[src/verilog/mri_pkg.sv]
// Shared constants and carrier types for the mailbox request interpreter.
package mri_pkg;
    localparam int CLK_PERIOD_NS = 10;
    localparam int MS_NS = 1000000;
    localparam int MS_CYCLES = (MS_NS + CLK_PERIOD_NS - 1) / CLK_PERIOD_NS;
    localparam int MEM_WORDS = 32;
    localparam int REQ_WORDS = 16;
    localparam logic [4:0] OFS_CMD = 5'h00;
    localparam logic [4:0] OFS_ADDR = 5'h01;
    localparam logic [4:0] OFS_COUNT = 5'h02;
    localparam logic [4:0] OFS_PAYLOAD = 5'h03;
    localparam logic [15:0] MAX_COUNT = 16'h001d;
    localparam logic [15:0] CMD_PROG_RD = 16'h0001;
    localparam logic [15:0] CMD_PROG_WR = 16'h0002;
    localparam logic [15:0] CMD_DATA_RD = 16'h0003;
    localparam logic [15:0] CMD_DATA_WR = 16'h0004;
    localparam logic [3:0] W_LEN = 4'h0;
    localparam logic [3:0] W_CODE = 4'h1;
    localparam logic [3:0] W_COS = 4'h2;
    localparam logic [3:0] W_SIN = 4'h3;
    localparam logic [3:0] W_LVL = 4'h4;
    localparam logic [3:0] W_ON = 4'h5;
    localparam logic [3:0] W_GAP = 4'h6;
    localparam logic [3:0] W_CTRL = 4'h7;
    localparam logic [3:0] W_DLOW = 4'h2;
    localparam logic [3:0] W_DHIGH = 4'h3;
    localparam logic [3:0] W_DON = 4'h4;
    localparam logic [3:0] W_DGAP = 4'h5;
    localparam logic [15:0] REQ_TONE_CFG = 16'h0800;
    localparam logic [15:0] LEN_TONE_CFG = 16'h0007;
    localparam logic [15:0] REQ_TONE_START = 16'h0801;
    localparam logic [15:0] REQ_TONE_STOP = 16'h0802;
    localparam logic [15:0] LEN_SHORT = 16'h0001;
    localparam logic [15:0] REQ_DIAL_CFG = 16'h0820;
    localparam logic [15:0] LEN_DIAL_CFG = 16'h0005;
    localparam logic [15:0] STAT_LEN = 16'h0001;
    localparam logic [15:0] STAT_TONE_DONE = 16'h8801;
    localparam int CTRL_START_BIT = 0;
    localparam int CTRL_MUTE_BIT = 1;
    localparam int SEM_MEM = 0;
    localparam int SEM_REQ = 1;
    localparam int SEM_STAT = 2;
    localparam int SEM_NUM = 3;
    localparam logic [5:0] MB_STAT_BASE = 6'h30;
    localparam logic [5:0] MB_STAT_CODE = 6'h31;
    localparam logic [1:0] MB_REQ_SPACE = 2'h2;
    localparam logic [15:0] RST_WORD = 16'h0000;

    typedef struct packed {
        logic [15:0] cos_coef;
        logic [15:0] sin_coef;
        logic [15:0] level;
        logic [15:0] on_ms;
        logic [15:0] gap_ms;
        logic [15:0] ctrl;
    } mri_tone_cfg_t;

    typedef struct packed {
        logic [15:0] dial_low_group_amp;
        logic [15:0] dial_high_group_amp;
        logic [15:0] dial_on_time_ms;
        logic [15:0] dial_gap_ms;
    } mri_dial_cfg_t;

    typedef struct packed {
        logic req;
        logic we;
        logic data_space;
        logic [15:0] addr;
        logic [15:0] wdata;
    } mri_mem_req_t;
endpackage

[src/verilog/mri_tone_timer.sv]
// Tone-on and silence sequencer with a millisecond prescaler.
`timescale 1ns/1ps
module mri_tone_timer #(
    parameter int MS_CYCLES = mri_pkg::MS_CYCLES
) (
    input wire logic i_clk,
    input wire logic i_rst,
    input wire logic i_start,
    input wire logic i_stop,
    input wire logic i_mute_en,
    input wire logic [15:0] i_on_ms,
    input wire logic [15:0] i_gap_ms,
    output logic o_sounding,
    output logic o_mute,
    output logic o_done
);
    localparam int PW = $clog2(MS_CYCLES + 1);
    typedef enum logic [1:0] {T_IDLE, T_ON, T_GAP} mri_tstate_t;
    mri_tstate_t state;
    mri_tstate_t next_state;
    logic [PW-1:0] pre;
    logic [15:0] ms;
    logic tick;
    logic ms_end;
    logic next_done;

    assign tick = pre == PW'(MS_CYCLES - 1);

    // A zero length never ends its phase, so only a stop or a restart leaves it.
    always_comb begin
        next_state = state;
        next_done = 1'b0;
        if (state == T_ON) begin
            ms_end = i_on_ms != 16'h0000 && ms + 16'h0001 == i_on_ms;
        end else begin
            ms_end = i_gap_ms != 16'h0000 && ms + 16'h0001 == i_gap_ms;
        end
        if (i_stop) begin
            next_state = T_IDLE;
        end else if (i_start) begin
            next_state = T_ON;
        end else begin
            unique case (state)
                T_IDLE: next_state = T_IDLE;
                T_ON: if (tick && ms_end) next_state = T_GAP;
                T_GAP: if (tick && ms_end) begin
                    next_state = T_IDLE;
                    next_done = 1'b1;
                end
            endcase
        end
    end

    // State and registered outputs.
    always_ff @(posedge i_clk) begin
        if (i_rst) begin
            state <= T_IDLE;
            o_sounding <= 1'b0;
            o_mute <= 1'b0;
            o_done <= 1'b0;
        end else begin
            state <= next_state;
            o_sounding <= next_state == T_ON;
            o_mute <= next_state == T_ON && i_mute_en;
            o_done <= next_done;
        end
    end

    // Millisecond prescaler and phase counter restart with every phase.
    always_ff @(posedge i_clk) begin
        if (i_rst || i_start || i_stop || state == T_IDLE) begin
            pre <= '0;
            ms <= 16'h0000;
        end else if (tick) begin
            pre <= '0;
            ms <= ms_end ? 16'h0000 : ms + 16'h0001;
        end else begin
            pre <= pre + PW'(1);
        end
    end
endmodule // mri_tone_timer

[src/verilog/mri_top.sv]
// Mailbox request interpreter: memory access, request dispatch, tone control.
`timescale 1ns/1ps
module mri_top #(
    parameter int TICK_CYCLES = mri_pkg::MS_CYCLES
) (
    input wire logic I_SYS_CLK,
    input wire logic I_RST,
    input wire logic I_MB_WR,
    input wire logic I_MB_RD,
    input wire logic [5:0] I_MB_ADDR,
    input wire logic [15:0] I_MB_WDATA,
    output logic [15:0] O_MB_RDATA,
    input wire logic I_SEM_WR,
    input wire logic [1:0] I_SEM_IDX,
    input wire logic I_SEM_WDATA,
    output logic [2:0] O_SEM,
    output mri_pkg::mri_mem_req_t O_MEM,
    input wire logic [15:0] I_MEM_RDATA,
    output mri_pkg::mri_tone_cfg_t O_TONE_CFG,
    output logic O_TONE_ON,
    output logic O_MUTE_OTHERS,
    output mri_pkg::mri_dial_cfg_t O_DIAL_CFG,
    output logic O_REQ_DROP
);
    typedef enum logic [1:0] {M_IDLE, M_RUN, M_DRAIN} mri_mstate_t;

    logic [15:0] mb_mem [mri_pkg::MEM_WORDS];
    logic [15:0] mb_req [mri_pkg::REQ_WORDS];
    mri_mstate_t mstate;
    logic [15:0] cur_addr;
    logic [15:0] remain;
    logic [15:0] count_q;
    logic [15:0] acc_cnt;
    logic [4:0] idx;
    logic [4:0] cidx1;
    logic [4:0] cidx2;
    logic op_we;
    logic op_data;
    logic op_valid;
    logic pend1;
    logic pend2;
    logic mem_clr;
    logic [15:0] cmd;
    logic [15:0] cnt;
    logic cmd_rd;
    logic cmd_wr;
    logic cnt_ok;
    logic [15:0] req_len;
    logic [15:0] req_code;
    logic req_go;
    logic is_cfg;
    logic is_start;
    logic is_stop;
    logic is_dial;
    logic req_known;
    logic tone_start;
    logic tone_stop;
    logic tone_done;
    logic [15:0] rd_mux;
    mri_pkg::mri_tone_cfg_t next_tone_cfg;
    logic [2:0] host_set;
    logic [2:0] host_clr;
    logic [2:0] dev_set;
    logic [2:0] dev_clr;
    logic [2:0] next_sem;

    // Memory-access command decode from the mailbox words.
    assign cmd = mb_mem[mri_pkg::OFS_CMD];
    assign cnt = mb_mem[mri_pkg::OFS_COUNT];
    assign cmd_rd = cmd == mri_pkg::CMD_PROG_RD || cmd == mri_pkg::CMD_DATA_RD;
    assign cmd_wr = cmd == mri_pkg::CMD_PROG_WR || cmd == mri_pkg::CMD_DATA_WR;
    assign cnt_ok = cnt <= mri_pkg::MAX_COUNT;
    assign mem_clr = mstate == M_DRAIN && !pend1 && !pend2;

    // Transfer sequencer; a bad command or an oversize count is released untouched.
    always_ff @(posedge I_SYS_CLK) begin
        if (I_RST) begin
            mstate <= M_IDLE;
            cur_addr <= mri_pkg::RST_WORD;
            remain <= mri_pkg::RST_WORD;
            count_q <= mri_pkg::RST_WORD;
            idx <= mri_pkg::OFS_PAYLOAD;
            op_we <= 1'b0;
            op_data <= 1'b0;
            op_valid <= 1'b0;
        end else begin
            unique case (mstate)
                M_IDLE: if (O_SEM[mri_pkg::SEM_MEM]) begin
                    cur_addr <= mb_mem[mri_pkg::OFS_ADDR];
                    remain <= cnt;
                    count_q <= cnt;
                    idx <= mri_pkg::OFS_PAYLOAD;
                    op_we <= cmd_wr;
                    op_data <= cmd == mri_pkg::CMD_DATA_RD || cmd == mri_pkg::CMD_DATA_WR;
                    op_valid <= (cmd_rd || cmd_wr) && cnt_ok;
                    if ((cmd_rd || cmd_wr) && cnt_ok && cnt != mri_pkg::RST_WORD) begin
                        mstate <= M_RUN;
                    end else begin
                        mstate <= M_DRAIN;
                    end
                end
                M_RUN: begin
                    cur_addr <= cur_addr + 16'h0001;
                    idx <= idx + 5'h01;
                    remain <= remain - 16'h0001;
                    if (remain == 16'h0001) begin
                        mstate <= M_DRAIN;
                    end
                end
                M_DRAIN: if (mem_clr) mstate <= M_IDLE;
            endcase
        end
    end

    // Memory port: one word per cycle, read data returns two edges after issue.
    always_ff @(posedge I_SYS_CLK) begin
        if (I_RST) begin
            O_MEM <= '0;
            pend1 <= 1'b0;
            pend2 <= 1'b0;
            cidx1 <= mri_pkg::OFS_PAYLOAD;
            cidx2 <= mri_pkg::OFS_PAYLOAD;
        end else begin
            O_MEM.req <= mstate == M_RUN;
            O_MEM.we <= op_we;
            O_MEM.data_space <= op_data;
            O_MEM.addr <= cur_addr;
            O_MEM.wdata <= mb_mem[idx];
            pend1 <= mstate == M_RUN && !op_we;
            pend2 <= pend1;
            cidx1 <= idx;
            cidx2 <= cidx1;
        end
    end

    // Access counter used to check the transfer length.
    always_ff @(posedge I_SYS_CLK) begin
        if (I_RST || mstate == M_IDLE) begin
            acc_cnt <= mri_pkg::RST_WORD;
        end else if (O_MEM.req) begin
            acc_cnt <= acc_cnt + 16'h0001;
        end
    end

    // Mailbox storage; a returning read word overrides a host write to the same word.
    always_ff @(posedge I_SYS_CLK) begin
        if (I_RST) begin
            for (int k = 0; k < mri_pkg::MEM_WORDS; k++) begin
                mb_mem[k] <= mri_pkg::RST_WORD;
            end
            for (int k = 0; k < mri_pkg::REQ_WORDS; k++) begin
                mb_req[k] <= mri_pkg::RST_WORD;
            end
        end else begin
            if (I_MB_WR && !I_MB_ADDR[5]) begin
                mb_mem[I_MB_ADDR[4:0]] <= I_MB_WDATA;
            end
            if (I_MB_WR && I_MB_ADDR[5:4] == mri_pkg::MB_REQ_SPACE) begin
                mb_req[I_MB_ADDR[3:0]] <= I_MB_WDATA;
            end
            if (pend2) begin
                mb_mem[cidx2] <= I_MEM_RDATA;
            end
        end
    end

    // Request framing: the length must match what the code defines.
    assign req_len = mb_req[mri_pkg::W_LEN];
    assign req_code = mb_req[mri_pkg::W_CODE];
    assign req_go = O_SEM[mri_pkg::SEM_REQ];
    assign is_cfg = req_len == mri_pkg::LEN_TONE_CFG && req_code == mri_pkg::REQ_TONE_CFG;
    assign is_start = req_len == mri_pkg::LEN_SHORT && req_code == mri_pkg::REQ_TONE_START;
    assign is_stop = req_len == mri_pkg::LEN_SHORT && req_code == mri_pkg::REQ_TONE_STOP;
    assign is_dial = req_len == mri_pkg::LEN_DIAL_CFG && req_code == mri_pkg::REQ_DIAL_CFG;
    assign req_known = is_cfg || is_start || is_stop || is_dial;

    // A start without prior setup plays whatever settings are held.
    assign tone_start = req_go && (is_start || (is_cfg && mb_req[mri_pkg::W_CTRL][mri_pkg::CTRL_START_BIT]));
    assign tone_stop = req_go && is_stop;

    // Tone settings as they stand after this cycle's request.
    always_comb begin
        next_tone_cfg = O_TONE_CFG;
        if (req_go && is_cfg) begin
            next_tone_cfg.cos_coef = mb_req[mri_pkg::W_COS];
            next_tone_cfg.sin_coef = mb_req[mri_pkg::W_SIN];
            next_tone_cfg.level = mb_req[mri_pkg::W_LVL];
            next_tone_cfg.on_ms = mb_req[mri_pkg::W_ON];
            next_tone_cfg.gap_ms = mb_req[mri_pkg::W_GAP];
            next_tone_cfg.ctrl = mb_req[mri_pkg::W_CTRL];
        end
    end

    // Configuration registers and the drop pulse.
    always_ff @(posedge I_SYS_CLK) begin
        if (I_RST) begin
            O_TONE_CFG <= '0;
            O_DIAL_CFG <= '0;
            O_REQ_DROP <= 1'b0;
        end else begin
            O_TONE_CFG <= next_tone_cfg;
            if (req_go && is_dial) begin
                O_DIAL_CFG.dial_low_group_amp <= mb_req[mri_pkg::W_DLOW];
                O_DIAL_CFG.dial_high_group_amp <= mb_req[mri_pkg::W_DHIGH];
                O_DIAL_CFG.dial_on_time_ms <= mb_req[mri_pkg::W_DON];
                O_DIAL_CFG.dial_gap_ms <= mb_req[mri_pkg::W_DGAP];
            end
            O_REQ_DROP <= req_go && !req_known;
        end
    end

    // Tone sequencer.
    mri_tone_timer #(
        .MS_CYCLES(TICK_CYCLES)
    ) u_timer (
        .i_clk(I_SYS_CLK),
        .i_rst(I_RST),
        .i_start(tone_start),
        .i_stop(tone_stop),
        .i_mute_en(next_tone_cfg.ctrl[mri_pkg::CTRL_MUTE_BIT]),
        .i_on_ms(next_tone_cfg.on_ms),
        .i_gap_ms(next_tone_cfg.gap_ms),
        .o_sounding(O_TONE_ON),
        .o_mute(O_MUTE_OTHERS),
        .o_done(tone_done)
    );

    // Semaphores: a set from either side wins over a clear in the same cycle.
    assign dev_set = {tone_done, 1'b0, 1'b0};
    assign dev_clr = {1'b0, req_go, mem_clr};
    generate
        for (genvar g = 0; g < mri_pkg::SEM_NUM; g++) begin : g_sem
            assign host_set[g] = I_SEM_WR && I_SEM_IDX == 2'(g) && I_SEM_WDATA;
            assign host_clr[g] = I_SEM_WR && I_SEM_IDX == 2'(g) && !I_SEM_WDATA;
            assign next_sem[g] = host_set[g] || dev_set[g] || (O_SEM[g] && !host_clr[g] && !dev_clr[g]);
        end
    endgenerate

    always_ff @(posedge I_SYS_CLK) begin
        if (I_RST) begin
            O_SEM <= 3'h0;
        end else begin
            O_SEM <= next_sem;
        end
    end

    // Host read mux; unmapped words read as zero.
    always_comb begin
        if (!I_MB_ADDR[5]) begin
            rd_mux = mb_mem[I_MB_ADDR[4:0]];
        end else if (I_MB_ADDR[5:4] == mri_pkg::MB_REQ_SPACE) begin
            rd_mux = mb_req[I_MB_ADDR[3:0]];
        end else if (I_MB_ADDR == mri_pkg::MB_STAT_BASE) begin
            rd_mux = mri_pkg::STAT_LEN;
        end else if (I_MB_ADDR == mri_pkg::MB_STAT_CODE) begin
            rd_mux = mri_pkg::STAT_TONE_DONE;
        end else begin
            rd_mux = mri_pkg::RST_WORD;
        end
    end

    // Read data is registered and holds until the next read.
    always_ff @(posedge I_SYS_CLK) begin
        if (I_RST) begin
            O_MB_RDATA <= mri_pkg::RST_WORD;
        end else if (I_MB_RD) begin
            O_MB_RDATA <= rd_mux;
        end
    end
endmodule // mri_top
[config.mk]
export PLATFORM = sky130hd
export DESIGN_NAME = mri_top
export DESIGN_NICKNAME = d
export VERILOG_FILES = /design/src/verilog/mri_pkg.sv /design/src/verilog/mri_tone_timer.sv /design/src/verilog/mri_top.sv
export SDC_FILE = /design/constraint.sdc
export NUM_CORES = 2
export LEC_CHECK = 0
export BUFFER_PORTS_ARGS = -buffer_cell sky130_fd_sc_hd__buf_2
export CAP_MARGIN = 20
export CORE_ASPECT_RATIO = 1.4
export CORE_MARGIN = 2
export CORE_UTILIZATION = 55
export DETAILED_ROUTE_END_ITERATION = 16
export PLACE_DENSITY = 0.7
export SLEW_MARGIN = 20
export SYNTH_ARGS = -nofsm -noshare
export SYNTH_HDL_FRONTEND = slang
export SYNTH_HIERARCHICAL = 1
export SYNTH_SLANG_ARGS = --single-unit
[constraint.sdc]
create_clock -name I_SYS_CLK -period 5.4 [get_ports I_SYS_CLK]
set_input_delay 0.27 -clock I_SYS_CLK [delete_from_list [all_inputs] [get_ports I_SYS_CLK]]
set_output_delay 0.27 -clock I_SYS_CLK [all_outputs]
set_load 0.01 [all_outputs]
* Yosys cells after proc, flatten, opt, wreduce, memory -nomap -nowiden
Memories as Yosys holds them, arrays and structs flattened. A register that Yosys moved wholly into a read port is not among the register bits.
Cells that the tools add are included.
** Word-level totals
- Bits in registers :: 290
- Bits in writable memories :: 768
- Output and inout bits :: 217
- Memories :: 2
** Memory list
- mb_mem :: words 32, width 16, rd ports 5, clocked after memory_dff 1, wr ports 32, RTL line mri_top.sv:27 : logic [15:0] mb_mem [mri_pkg::MEM_WORDS];
- mb_req :: words 16, width 16, rd ports 9, clocked after memory_dff 0, wr ports 16, RTL line mri_top.sv:28 : logic [15:0] mb_req [mri_pkg::REQ_WORDS];
** Operators by class
- Add/subtract/negate cells :: 5
- Order comparisons :: 1
- Equality and inequality tests :: 28
- Multiplexer cells :: 44
- Bitwise operators :: 1
- Reductions and logical operators :: 76
** Operator list (count)
- 16-bit 2-to-1 mux :: 10
- 16-bit by 12-bit equality test with 1-bit output (second input constant) :: 4
- 16-bit one-hot mux with 2 select lines :: 2
- 16-bit by 1-bit equality test with 1-bit output (second input constant) :: 3
- 16-bit by 3-bit equality test with 1-bit output (second input constant) :: 3
- 48-bit 2-to-1 mux :: 1
- 16-bit nonzero test :: 3
- 16-bit OR reduction :: 3
- 1-bit logical AND :: 35
- 16-bit by 1-bit adder with 16-bit output (second input constant) :: 2
- 16-bit equality test :: 2
- 16-bit by 2-bit equality test with 1-bit output (second input constant) :: 2
- 17-bit by 1-bit adder with 17-bit output (second input constant) :: 1
- 17-bit equality test (second input constant) :: 1
- 16-bit by 5-bit less-or-equal comparator with 1-bit output (second input constant) :: 1
- 1-bit 2-to-1 mux :: 16
- 2-bit 2-to-1 mux :: 8
- 16-bit by 1-bit subtractor with 16-bit output (second input constant) :: 1
- 1-bit logical OR :: 15
- 5-bit 2-to-1 mux :: 3
- 6-bit equality test (second input constant) :: 2
- 2-bit one-hot mux with 3 select lines :: 2
- 1-bit zero test :: 11
- 5-bit one-hot mux with 2 select lines :: 1
- other kinds (12) :: 23

* Longest topological paths before layout
An unclocked memory read counts as a cell.
- Depth after elaboration :: 15
- Depth in mapped cells :: 14
- Depth with buffers taken out :: 12

* Cells and area by module
Netlist, hierarchy kept.
** By module, submodules not included
- mri_top :: times used 1, cells an instance 3743, area an instance 52054.9 sq um, sequential area each 28427.3 sq um
- mri_tone_timer :: times used 1, cells an instance 379, area an instance 3108.0 sq um, sequential area each 760.7 sq um

* Worst setup path before layout
OpenSTA, ideal clock, no wires.
- Kind :: register to register
- From :: memory mb_req[0][3]
- To :: register u_timer.ms[0]
- Data arrival time :: 3872 ps
- Required time :: 5279 ps
- Path slack :: 1407 ps
- Cell stages (with the launch flop) :: 14
- Path buffers :: 2
- Cells stage by stage :: edfxtp_1 -> nor4b_2 -> nand4_1 -> nor4_4 -> buf_6 -> mux2_4 -> xor2_1 -> a2111oi_1 -> o211ai_1 -> or4_4 -> nor4_4 -> nor3_4 -> buf_6 -> mux2_2
** RTL lines
- start, declared :: RTL line mri_top.sv:28
- end signal, assigned :: RTL line mri_tone_timer.sv:76 : ms <= ms_end ? 16'h0000 : ms + 16'h0001;
- end, declared :: RTL line mri_tone_timer.sv:22 : logic [15:0] ms;

==> flow_metrics.tcl <==
set metrics [dict create \
    outcome "completed" \
    grt_max_degree 85 \
    cts_resized 0 \
    path_clk_slew_ns 0.06 \
    numCtsBuffers 103 \
    synthCells 4122 \
    core.rowCount 137 \
    maxSlewViolCount 0 \
    rsz0062_at_grt "no" \
    yosysWarnings 6 \
    cts_tree "built" \
    crit_fanout 33 \
    peakVddDrop_mv 0.287 \
    via_per_inst 6.99 \
    cts_htree_levels 3 \
    startpoint "mb_req[0][10]" \
    critPathCaptureType "register" \
    cp-start-kind "register" \
    hold_path.class "in -> reg" \
    use_met1 0.417 \
    synth-main-ff-cell "edfxtp_1" \
    power_frac_clock 0.403 \
    synth_xor_area_frac 0.0102 \
    syn_nets 4180 \
    endpoint "u_timer/ms[5]" \
    instances_no_fill 5600 \
    maxCapViolations 0 \
    r2r_slack_ns 0.76 \
    dr.pass1.iters 6 \
    slew_headroom 0.136 \
    grt_first_pass_wirelength_mm 271 \
    worstMarginPinSlew_ns 1.29 \
    ys_seq_area_frac 0.529 \
    fmaxAchievable_mhz 215 \
    finalHoldViolCount 0 \
    critical_path_class "reg -> reg" \
    synth_cell_types 91 \
    muxShareOfSynthArea 0.177 \
    start_util 0.554 \
    top_usage_layer "met2" \
    internal_power_w 0.0138 \
    drcViolationCount 0 \
    vias 39100 \
    die_h_um 379 \
    async_reset_ff_frac 0 \
    io_pins 263 \
    synth_top_area_share 0.418 \
    core_area_sq_mm 0.0996 \
    antenna_found_initial 12 \
    overflow 0 \
    worstPathArrival_ns 5.25 \
    p_seq_frac 0.512 \
    finalCriticalPeriod_ns 4.64 \
    p_sw_frac 0.248 \
    cts.sinks 1074 \
    met3_usage 0.0846 \
    fin_skew_ns 0.0224 \
    combPwrFrac 0.085 \
    worstSkewPairLatency_ns 0.74 \
    finalSetupViolCount 0 \
    drt_iter0_markers 4723 \
    routed_wl_mm 191 \
    die_w_um 272 \
    dieArea_sq_mm 0.103 \
    r2r-start "mb_req[0][10]" \
    rr_endpoint "u_timer/ms[5]" \
    leakage_nw 21.7 \
    synth-edff-count 768 \
    period_share 0.860 \
    p_per_area_mw_per_mm2 302 \
    first_global_vias 38100 \
    area.growth.synth_to_final_pct 9.97 \
    synth.area.top_cells "edfxtp_1 (42%), mux4_2 (13%), dfxtp_1 (11%), a22o_1 (8.9%), mux2i_1 (4.1%)" \
    required_ns 6.00 \
    synth_largest_area_cell "edfxtp_1" \
    antenna_left 0 \
    portBuffers 262 \
    yosys.area_share.simple 0.109 \
    synth_area_sq_mm 0.0552 \
    r2r.worst_path.cells 14 \
    route.detailed.wl_per_inst_um 34.0 \
    synth_compound_area_frac 0.132 \
    clock-root-buffer "clkbuf_16" \
    tns_ns 0 \
    nets 4243 \
    netSwitchingPower_w 0.00454 \
    ys_ff_latch 1074 \
    synth.avg_cell_area_sq_um 13.4 \
    drive_above_1_share 0.234 \
    post-place-cells 5394 \
    grt_util_met2 0.600 \
    grt_util_all_layers 0.369 \
    ctsLongestPathBuffers 3 \
    dp_hpwl_mm 124 \
    synth_adder_area_share 0.00272 \
    gp_congestion 1.08 \
    synth_top_family_by_area "multiplexers" \
]
-- sequential cells by signal, summed over array words and instances, names as in the netlist, 16 cells and up --
name and count:
O_DIAL_CFG 64, O_MB_RDATA 16, O_MEM 35, O_TONE_CFG 96
cur_addr 16, mb_mem 512, mb_req 256, remain 16
u_timer/ms 16, u_timer/pre 17
-- logic make-up after synthesis --
group,Yosys count
flops,1074
simple gates,1031
compound gates,915
mux,572
buf+inv,460
xor+xnor,58
fa+ha+maj,12
-- how the worst min path moves through the flow --
stage | depth (start not counted) | from | to | slack [ns]
floorplan | 1 | I_RST | u_timer/state[1] | 0.34
finish | 4 | I_SEM_WR | O_SEM[1] | 0.03
global placement | 1 | cidx1[1] | cidx2[1] | 0.39
global route | 4 | I_SEM_WR | O_SEM[1] | 0.01
CTS | 4 | I_SEM_WR | O_SEM[1] | 0.004
detailed placement | 1 | cidx1[1] | cidx2[1] | 0.39
-- cell usage in the layout (no fill, tap or decap), types with 30 or more instances in the layout --
master       n
a211oi_1    43
o21ai_0     49
buf_4      120
nand3_1     52
mux2i_1    227
a22oi_1     37
and2b_1     31
and2_1     264
nand2_1     71
buf_2      259
edfxtp_1   768
nor2b_1     52
dfxtp_1    302
mux2_4      30
mux4_2     311
nor3_1      31
a21oi_1     73
nor2_1     301
clkbuf_16  104
a22o_1     563
-- stage by stage --
step                worst slack (ns)  area, sq um  hold WS (ns)  power (W)   util
global placement               0.780        57200         0.395     0.0110  0.574
CTS                            0.772        60600       0.00398     0.0183  0.608
finish                         0.757        60700        0.0271     0.0183  0.609
detailed placement             0.820        57200         0.394     0.0110  0.574
floorplan                       1.41        55200         0.340     0.0103      -
global route                   0.452        60600        0.0141     0.0187  0.609
-- per-layer routing --
| metal | routed length [um] | vias to the layer above | share of wire |
|---|---|---|---|
| met5 | 63 | - | 0.00033 |
| met4 | 18700 | 12 | 0.098 |
| met3 | 19500 | 676 | 0.10 |
| met2 | 90300 | 2481 | 0.47 |
| met1 | 62000 | 19600 | 0.33 |
| li1 | - | 16300 | - |
-- layout make-up --
type | instances | area, sq um
Antenna cell | 7 | 17.5
Clock inverter | 55 | 567
Fill cell | 7719 | 38900
Sequential cell | 1074 | 29200
Multi-Input combinational cell | 2588 | 23900
Inverter | 23 | 86.3
Tap cell | 1320 | 1650
Timing Repair Buffer | 395 | 2440
Clock buffer | 138 | 2820
-- power by group through the flow --
stage,combinational (W),clock [W],sequential (W)
after floorplan,0.000895,0,0.00943
after global placement,0.00146,0,0.00953
after detailed placement,0.00146,0,0.00955
after CTS,0.00147,0.00741,0.00937
after global routing,0.00156,0.00772,0.00940
final,0.00155,0.00738,0.00938
-- worst max-delay path, cell delays in order (launching register included) --
cell,delay [ns]
edfxtp_1,0.40
nor4_1,0.40
nand4_1,0.29
nor4_4,0.37
buf_12,0.28
mux2_4,0.35
xor2_1,0.16
a2111oi_1,0.57
o211ai_1,0.17
or4_4,0.57
nor4_4,0.26
nor3_4,0.19
buf_4,0.20
a21oi_1,0.15
mux2i_1,0.09
-- repair_timing --
item	in CTS	in global routing
setup buffers	0	0
endpoints found under the hold margin	16	0
hold buffers	4	0
-- synthesized netlist by cell type, drive strengths merged, types with 11 or more instances --
library cell and n:
a211oi 43, nor2 316, and3 14, o221ai 15, xnor2 27, a22oi 37, inv 23, mux2 34
mux2i 227, nor4 43, nor2b 54, o21ai 70, nor3 50, a211o 13, nand2 73, mux4 311
o22ai 15, nand3b 12, a2111oi 12, nand3 54, nand2b 11, or2 24, and2 264, dfxtp 306
a22o 563, edfxtp 768, or3 12, ha 12, clkbuf 268, buf 169, nand4 25, xor2 27
and2b 31, o211ai 18, a21oi 73
(Power assumes the default switching activity.)
